**src/core/drt_pkg.sv**
```systemverilog
/*
 * drt_pkg: constants and bus carriers for the debug rom table tail.
 * assumes an apb slave port with 32-bit data and byte addresses.
 */
package drt_pkg;

    // =====================================================================
    // bus widths
    // =====================================================================
    localparam int ADDR_W = 13;
    localparam int DATA_W = 32;

    // =====================================================================
    // register byte offsets
    // =====================================================================
    localparam logic [ADDR_W-1:0] OFF_ROM_ENTRY_WORD = 13'h1004;
    localparam logic [ADDR_W-1:0] OFF_ROM_TABLE_END_MARKER = 13'h1008;
    localparam logic [ADDR_W-1:0] OFF_ROM_MEMORY_TYPE = 13'h1fcc;
    localparam logic [ADDR_W-1:0] OFF_PERIPHERAL_IDENT_WORD4 = 13'h1fd0;

    // =====================================================================
    // field positions
    // =====================================================================
    localparam int COMPONENT_OFFSET_LSB = 12;
    localparam int COMPONENT_OFFSET_W = 20;
    localparam int ENTRY_FORMAT_BIT_POS = 1;
    localparam int ENTRY_PRESENT_FLAG_POS = 0;
    localparam int SYSMEM_PRESENT_FLAG_POS = 0;
    localparam int BLOCK_COUNT_FIELD_LSB = 4;
    localparam int CONTINUATION_CODE_FIELD_LSB = 0;
    localparam int ID_FIELD_W = 4;

    // =====================================================================
    // fixed and reset values
    // =====================================================================
    localparam logic [DATA_W-1:0] END_MARKER_VALUE = 32'h0000_0000;
    localparam logic [DATA_W-1:0] PERIPHERAL_IDENT_WORD4_VALUE = 32'h0000_0000;
    localparam logic ENTRY_FORMAT_BIT_VALUE = 1'h1;
    localparam logic [ID_FIELD_W-1:0] BLOCK_COUNT_VALUE = 4'h0;
    localparam logic [ID_FIELD_W-1:0] CONTINUATION_CODE_VALUE = 4'h0;
    // safe values held until the protection state has been caught
    localparam logic ENTRY_PRESENT_FLAG_RST = 1'h1;
    localparam logic SYSMEM_PRESENT_FLAG_RST = 1'h0;
    localparam logic [COMPONENT_OFFSET_W-1:0] COMPONENT_OFFSET_DEFAULT = 20'h00001;

    // =====================================================================
    // apb carriers
    // =====================================================================
    typedef struct packed {
        logic psel;
        logic penable;
        logic pwrite;
        logic [ADDR_W-1:0] paddr;
        logic [DATA_W-1:0] pwdata;
    } drt_apb_req_t;

    typedef struct packed {
        logic pready;
        logic pslverr;
        logic [DATA_W-1:0] prdata;
    } drt_apb_rsp_t;

endpackage

```
**src/core/drt_rom_tail.sv**
```systemverilog
/*
 * drt_rom_tail: read-only apb register bank at the tail of a debug rom
 * table (one entry word, end marker, memory type, peripheral id word 4).
 * assumes i_protected comes from protection logic on i_ref_clk and is
 * settled when reset is released.
 */
// Local design decision: the APB interface to the registers.
`timescale 1ns/1ps
// Notes on behaviour
// entry word bits 31:12 return component base offset relative to table base
// entry format bit always reads one, marking 32-bit entries
// entry present flag latched at power-up; one means no entry here
// end marker word reads all zeros, no entries follow
// unprotected at power-up: system memory present flag set
// protected at power-up: system memory present flag cleared
// block count field of id word four always reads zero
// id word four sits at its offset and reads all zeros
// continuation code field of id word four always reads zero
// all words read-only; writes ignored, values constant or power-up latched
module drt_rom_tail #(
    parameter logic [drt_pkg::COMPONENT_OFFSET_W-1:0] COMPONENT_OFFSET =
        drt_pkg::COMPONENT_OFFSET_DEFAULT
) (
    // clock and reset
    input wire logic i_ref_clk,
    input wire logic i_arst_n,
    // protection state from the security logic
    input wire logic i_protected,
    // apb slave
    input wire drt_pkg::drt_apb_req_t i_apb,
    output drt_pkg::drt_apb_rsp_t o_apb
);

    // =====================================================================
    // address decode
    // =====================================================================
    // word match only; byte lanes below bit 2 are ignored
    function automatic logic drt_hit(input logic [drt_pkg::ADDR_W-1:0] addr,
                                     input logic [drt_pkg::ADDR_W-1:0] off);
        drt_hit = (addr[drt_pkg::ADDR_W-1:2] == off[drt_pkg::ADDR_W-1:2]);
    endfunction

    wire logic hit_entry;
    wire logic hit_end;
    wire logic hit_rom_memory_type;
    wire logic hit_peripheral_ident_word4;
    wire logic hit_any;
    wire logic setup_phase;
    wire logic access_done;

    assign hit_entry = drt_hit(i_apb.paddr, drt_pkg::OFF_ROM_ENTRY_WORD);
    assign hit_end = drt_hit(i_apb.paddr, drt_pkg::OFF_ROM_TABLE_END_MARKER);
    assign hit_rom_memory_type = drt_hit(i_apb.paddr, drt_pkg::OFF_ROM_MEMORY_TYPE);
    assign hit_peripheral_ident_word4 = drt_hit(i_apb.paddr, drt_pkg::OFF_PERIPHERAL_IDENT_WORD4);
    assign hit_any = hit_entry | hit_end | hit_rom_memory_type | hit_peripheral_ident_word4;
    assign setup_phase = i_apb.psel & ~i_apb.penable;
    assign access_done = i_apb.psel & i_apb.penable & o_apb.pready;

    // =====================================================================
    // power-up latch of the protection state
    // =====================================================================
    logic captured;
    logic entry_present_flag;
    logic sysmem_present_flag;

    // caught on the first edge after reset release, then frozen until the
    // next reset; writes never reach these, so a debugger cannot unlock
    always_ff @(posedge i_ref_clk or negedge i_arst_n) begin
        if (!i_arst_n) begin
            captured <= 1'h0;
            entry_present_flag <= drt_pkg::ENTRY_PRESENT_FLAG_RST;
            sysmem_present_flag <= drt_pkg::SYSMEM_PRESENT_FLAG_RST;
        end else if (!captured) begin
            captured <= 1'h1;
            entry_present_flag <= i_protected;
            sysmem_present_flag <= ~i_protected; // see
        end
    end

    // =====================================================================
    // register words
    // =====================================================================
    wire logic [drt_pkg::DATA_W-1:0] word_entry;
    wire logic [drt_pkg::DATA_W-1:0] word_rom_memory_type;
    wire logic [drt_pkg::DATA_W-1:0] word_peripheral_ident_word4;
    wire logic [drt_pkg::DATA_W-1:0] next_rdata;

    assign word_entry = {COMPONENT_OFFSET,
                         10'h000,
                         drt_pkg::ENTRY_FORMAT_BIT_VALUE,
                         entry_present_flag};
    assign word_rom_memory_type = {31'h0000_0000, sysmem_present_flag};
    assign word_peripheral_ident_word4 = drt_pkg::PERIPHERAL_IDENT_WORD4_VALUE
                     | {24'h00_0000,
                        drt_pkg::BLOCK_COUNT_VALUE,
                        drt_pkg::CONTINUATION_CODE_VALUE};

    assign next_rdata = hit_entry ? word_entry :
                        hit_rom_memory_type ? word_rom_memory_type :
                        hit_peripheral_ident_word4 ? word_peripheral_ident_word4 :
                        drt_pkg::END_MARKER_VALUE;

    // =====================================================================
    // apb response
    // =====================================================================
    // answer is prepared at the setup edge so pready is high in the first
    // access cycle; writes only get the handshake and store nothing
    always_ff @(posedge i_ref_clk or negedge i_arst_n) begin
        if (!i_arst_n) begin
            o_apb <= '0;
        end else begin
            o_apb.pready <= setup_phase;
            o_apb.pslverr <= setup_phase & ~hit_any;
            o_apb.prdata <= (setup_phase & ~i_apb.pwrite) ? next_rdata : '0;
        end
    end

    // =====================================================================
    // checks
    // =====================================================================
    wire logic rd_done;
    assign rd_done = access_done & ~i_apb.pwrite;

    property p_entry_offset;
        @(posedge i_ref_clk) disable iff (!i_arst_n)
        rd_done && hit_entry |-> o_apb.prdata[31:12] == COMPONENT_OFFSET;
    endproperty
    a_entry_offset: assert property (p_entry_offset)
        else $error("entry word offset field wrong");

    property p_entry_format;
        @(posedge i_ref_clk) disable iff (!i_arst_n)
        rd_done && hit_entry |-> o_apb.prdata[1] && o_apb.prdata[11:2] == 10'h000;
    endproperty
    a_entry_format: assert property (p_entry_format)
        else $error("entry format bit not one");

    property p_entry_latch;
        @(posedge i_ref_clk) disable iff (!i_arst_n)
        $rose(captured) |-> entry_present_flag == $past(i_protected);
    endproperty
    a_entry_latch: assert property (p_entry_latch)
        else $error("entry present flag not latched from protection");

    property p_end_zero;
        @(posedge i_ref_clk) disable iff (!i_arst_n)
        rd_done && hit_end |-> o_apb.prdata == 32'h0000_0000 && !o_apb.pslverr;
    endproperty
    a_end_zero: assert property (p_end_zero)
        else $error("end marker not zero");

    property p_sysmem_unprot;
        @(posedge i_ref_clk) disable iff (!i_arst_n)
        $rose(captured) && !$past(i_protected) |-> sysmem_present_flag;
    endproperty
    a_sysmem_unprot: assert property (p_sysmem_unprot)
        else $error("sysmem flag clear while unprotected");

    property p_sysmem_prot;
        @(posedge i_ref_clk) disable iff (!i_arst_n)
        captured && !$past(sysmem_present_flag) && rd_done && hit_rom_memory_type
            |-> o_apb.prdata == 32'h0000_0000;
    endproperty
    a_sysmem_prot: assert property (p_sysmem_prot)
        else $error("memory type reads set while protected");

    property p_peripheral_ident_word4_fields;
        @(posedge i_ref_clk) disable iff (!i_arst_n)
        rd_done && hit_peripheral_ident_word4 |-> o_apb.prdata[7:4] == 4'h0 && o_apb.prdata[3:0] == 4'h0;
    endproperty
    a_peripheral_ident_word4_fields: assert property (p_peripheral_ident_word4_fields) // see
        else $error("id word four fields not zero");

    property p_peripheral_ident_word4_zero;
        @(posedge i_ref_clk) disable iff (!i_arst_n)
        rd_done && hit_peripheral_ident_word4 |-> o_apb.prdata == 32'h0000_0000 && !o_apb.pslverr;
    endproperty
    a_peripheral_ident_word4_zero: assert property (p_peripheral_ident_word4_zero)
        else $error("id word four not zero");

    property p_read_only;
        @(posedge i_ref_clk) disable iff (!i_arst_n)
        captured ##1 i_apb.psel && i_apb.pwrite [*2]
            |-> $stable(entry_present_flag) && $stable(sysmem_present_flag);
    endproperty
    a_read_only: assert property (p_read_only)
        else $error("write changed a latched flag");

    property p_answer_timing;
        @(posedge i_ref_clk) disable iff (!i_arst_n)
        setup_phase |=> o_apb.pready ##1 !o_apb.pready;
    endproperty
    a_answer_timing: assert property (p_answer_timing)
        else $error("pready not a single access cycle");

endmodule

```
**config.mk**
```make
export PLATFORM = sky130hd
export DESIGN_NAME = drt_rom_tail
export DESIGN_NICKNAME = d
export VERILOG_FILES = /design/src/core/drt_pkg.sv /design/src/core/drt_rom_tail.sv
export SDC_FILE = /design/constraint.sdc
export NUM_CORES = 1
export LEC_CHECK = 0
export BUFFER_PORTS_ARGS = -buffer_cell sky130_fd_sc_hd__buf_2
export CAP_MARGIN = 10
export CORE_ASPECT_RATIO = 0.9
export CORE_UTILIZATION = 29
export CTS_CLUSTER_DIAMETER = 150
export CTS_CLUSTER_SIZE = 16
export DETAILED_ROUTE_END_ITERATION = 12
export HOLD_SLACK_MARGIN = 0.05
export PLACE_DENSITY = 0.76
export SYNTH_ARGS = -nofsm -noshare
export SYNTH_HDL_FRONTEND = slang
export SYNTH_SLANG_ARGS = --single-unit
```
**constraint.sdc**
```tcl
create_clock -name i_ref_clk -period 0.99 [get_ports i_ref_clk]
set_input_delay 0.198 -clock i_ref_clk [delete_from_list [all_inputs] [get_ports i_ref_clk]]
set_output_delay 0.198 -clock i_ref_clk [all_outputs]
set_load 0.01 [all_outputs]
```
# [Word level (Yosys, flattened, before mapping)]
# Cells that the tools add are included.
[op_classes] n_eq_ne=4 mux=3 n_bitwise=10
[ops] op="$eq A11 B11 Y1 const B" count=4
[ops] op="$mux W13" count=2
[ops] op="$not A1 Y1" count=4
[ops] op="$and A1 B1 Y1" count=3
[ops] op="$or A1 B1 Y1" count=3
[ops] op="$mux W1" count=1
[totals] register_bits=18 output_inout_bits=34

# [Logic depth before layout (Yosys ltp)]
[depth] depth_word=6 ltp_mapped=4 depth_no_buf=4

# [Worst setup path before layout]
# No wires, ideal clock.
[synth_timing] path_kind="input port to flip-flop" startpoint="input port i_apb[40] (netlist bit)" endpoint="register o_apb[32] (netlist bit)" arrival_time_ns=1.205 slack_ns=-0.337 path_stages=4 path_cell_list="or4b_4 > nor4_4 > a32oi_1 > o2111a_1"
[synth_between] elab_chain_cells=6
[synth_lines] item="start: declaration" line="drt_rom_tail.sv:30" rtl="input wire drt_pkg::drt_apb_req_t i_apb,"
[synth_lines] item="$eq A11 B11 Y1" line="drt_rom_tail.sv:40" rtl="drt_hit = (addr[drt_pkg::ADDR_W-1:2] == off[drt_pkg::ADDR_W-1:2]);"
[synth_lines] item="$or A1 B1 Y1 (2 in series)" line="drt_rom_tail.sv:55" rtl="assign hit_any = hit_entry | hit_end | hit_rom_memory_type | hit_peripheral_ident_word4;"
[synth_lines] item="$or A1 B1 Y1 (*)" line="drt_rom_tail.sv:55"
[synth_lines] item="$not A1 Y1 (*)" line="drt_rom_tail.sv:113" rtl="o_apb.pslverr <= setup_phase & ~hit_any;"
[synth_lines] item="$and A1 B1 Y1 (*)" line="drt_rom_tail.sv:113"
[synth_lines] item="end: declaration" line="drt_rom_tail.sv:31" rtl="output drt_pkg::drt_apb_rsp_t o_apb"
# Mark *: on every way between the ends. The rest lies on a longest branch, timed or not.
# A chain may end at the register's enable or synchronous reset.

# [Worst setup path after layout]
[layout_timing] startpoint="input port i_apb[40] (netlist bit)" endpoint="register o_apb[1] (netlist bit)"
[layout_between] elab_chain_cells=3
[layout_lines] item="$eq A11 B11 Y1" line="drt_rom_tail.sv:40"
[layout_lines] item="$mux W13" line="drt_rom_tail.sv:98" rtl="assign next_rdata = hit_entry ? word_entry :"
[layout_lines] item="$mux W13" line="drt_rom_tail.sv:114" rtl="o_apb.prdata <= (setup_phase & ~i_apb.pwrite) ? next_rdata : '0;"
# No other way between the ends.

==> metrics.md <==
| Metric | Value |
|---|---|
| Crit-path cells | buf_6 -> or4b_4 -> nor4_4 -> buf_4 -> nand3_4 -> nor3_2 |
| Vias in the first global route | 334 |
| Crit path from | i_apb[40] |
| Post-synthesis cell area | between 500 and 600 um2 |
| Req. time, crit path | about 1.2 ns |
| Worst Path Arrival | around 1.5 ns |
| Vias/cell | 3.736 |
| Synth Register Bits | 7 |
| Initial Util | 0.3264 |
| DRC viols | 0 |
| CTS max path bufs | 2 |
| Share of layout cells above drive strength 1 | 0.3837 |
| Clk_skew | about 0.0045 ns |
| Die Wd | a little under 50 um |
| Worst Reg-to-Reg Cells | 2 |
| Critical Path Fanout Max | 3 |
| CP endpoint | o_apb[1] |
| Worst hold slack | around 0.13 ns |
| Result of the run | complete, but fails checks |
| Finished Layout Cells | 110 |
| CTS tree | built |
| Die span in y | about 44 um |
| Mux share of post-synthesis cell area | 0.03720 |
| Compound-Gate Fraction of Synth Area | 0.05689 |
| Netlist cell types | 19 |
| Maximum vdd drop | roughly 540 uV |
| DR WL/cell | approximately 8.7 um |
| GRT Util Overall | 0.08969 |
| CTS clk-pin slew, worst paths | approximately 0.05 ns |
| Unrepaired setup endpoints after global routing | true |
| Total power | around 0.7 mW |
| Row count | 14 |
| Hold Path Class | in -> reg |
| Routed wire length | between 900 and 1000 um |
| Final GP Congestion | around 0.84 |
| Post-route ant nets | 0 |
| Violated checks | setup timing |
| Slowest cell on the critical path | or4b_4 |
| FF-to-FF End | o_apb[0] |
| Clk Latency, worst-skew pair | around 0.25 ns |
| IO Pins | 85 |
| Top cell family by delay on the critical path | simple AND/OR/NAND/NOR gates |
| Setup CP Type | in -> reg |
| Tmin final | roughly 1.3 ns |
| Area grow syn2layout | 15.76% |
| Placed Cells | ~100 |
| Diodes inserted | 0 |
| Total grt overflow | 0 |
| Worst path max stage delay | approximately 0.54 ns |
| Reg2Reg Launch Point | entry_present_flag |
| Nets@finish | 138 |
| Final hold vios | 0 |
| Endpoint class of the critical path | flop |
| LEAKAGE | roughly 0.35 nW |
| Pin count of the biggest net entering global routing | 8 |
| Clk root buf | clkbuf_4 |
| Setup ws final | -0.2972 ns |
| Hold_sp | i_apb[45] |
| Placement-stage cell area | just under 600 um2 |
| Die area | between 2000 and 2500 um2 |
| Initial DRC count | 4 |
| Final Setup Violations | 3 |
| Most common cell after layout, fill and taps aside | conb_1 |
| Total clock sinks | 7 |
| P per Cell Area | 1074 nW/um2 |
| WP depth | 6 |
| Fmax | roughly 0.78 GHz |
| First-pass GRT wire length | about 1300 um |
| DRT Pass-1 Iters | 4 |
| Commonest non-fill, non-tap cells in the layout | 30 x conb_1, 20 x buf_2, 6 x dfrtp_1 |
| H-tree Lvls | 1 |
| CP Launch Type | input port |
| Largest family of logic cells by synthesized area | buffers and inverters |
| Num CTS Buffers | 3 |
| Gate Count Post-Synth | 60 |
| Max-slew violation count | 0 |
| Initial antenna violation count | 0 |
| Core ar. | around 1800 um2 |
| Worst path bufs/invs | 2 |
| Synth Warn # | 0 |
| Fin area | approximately 660 um2 |
| Register area share after synthesis | 0.3085 |
| Number of port buffers | 21 |
| Period Utilization, post-route | 1.300 |
| Synth Area in Adders | 0 |
| Via count | 411 |
| Post-synthesis simple-gate area fraction | 0.1772 |
| Max-cap viol count | 0 |
| Syn Area/Cell | between 9 and 10 um2 |
| Xor/xnor cell area share of the yosys netlist | 0 |
| Flop2flop setup slack | ~0.090 ns |
[per-stage QoR]
stage	setup TNS, ns	setup WS [ns]	utilization
2_1_floorplan	-0.8593	-0.3356	-
3_3_place_gp	-1.317	-0.4657	0.3393
3_5_place_dp	-1.422	-0.5048	0.3393
6_report	-0.8333	-0.2972	0.3779
4_1_cts	-0.5853	-0.2231	0.3636
5_1_grt	-0.9399	-0.3177	0.3779
[worst register-to-register path, stage by stage (launching register included)]
cell and delay [ns]:
dfstp_2 0.52, nand4_1 0.11, a211oi_2 0.20
[final cells by class]
type                       count  area, um2
sequential                     7      176.4
clock buffer                   4      26.28
timing repair buffer          24      136.4
multi-input combinational     49      285.3
inverter                       2      7.507
tap                           24      30.03
fill                         186       1090
[metal layers]
layer  wire length, um  GRT usage  vias to the layer above
met2               494     0.1333                       31
met3               156    0.09966                        0
met5                 0          0                        -
li1                  -          -                      193
met4                 0    0.03529                        0
met1               308    0.07789                      187
[cells in the mapped netlist (all sizes together)]
cell type	number	area share
or4b	1	0.024
inv	2	0.013
nand2b	1	0.011
dfrtp	6	0.26
o2111a	1	0.020
nor3	1	0.0087
nand3	3	0.026
nor2	2	0.013
conb	2	0.013
mux2	1	0.020
nor2b	1	0.011
mux2i	1	0.018
dfstp	1	0.046
a32oi	1	0.015
buf	30	0.39
a211oi	1	0.022
nor3b	1	0.013
nor4	1	0.037
nand4	3	0.033
[registers in the layout (all words and copies together), names as in the netlist]
name,flops
o_apb,4
sysmem_present_flag,1
captured,1
entry_present_flag,1
[where the power goes]
part / internal [mW] / switching, mW
registers: 0.304 / 0.00672
logic: 0.0489 / 0.0966
clock network: 0.154 / 0.101
total: 0.506 / 0.205
[worst min path at each step]
stage	slack, ns	cells past startpoint	to
5_1_grt	0.11	2	o_apb[1]
3_5_place_dp	0.04	1	o_apb[32]
4_1_cts	0.11	2	o_apb[0]
2_1_floorplan	-0.1	0	captured
3_3_place_gp	0.03	1	o_apb[0]
6_report	0.13	2	o_apb[1]
[cell families (layout without fill, tap and decap cells)]
kind of cell / Yosys count / after routing
compound gates: 3 / 3
buf+inv: 32 / 30
flops: 7 / 7
mux: 2 / 2
other cells: 2 / 30
simple gates: 14 / 14
[timing repair]
action / in CTS / in global routing
buffers inserted: 0 / 1
hold buffers: 1 / 0
endpoints found under the hold margin: 7 / 0
pin swaps: 0 / 2
resized for setup: 1 / 3
setup endpoints to repair: 3 / 4
Power figures use the tool's default switching activity.
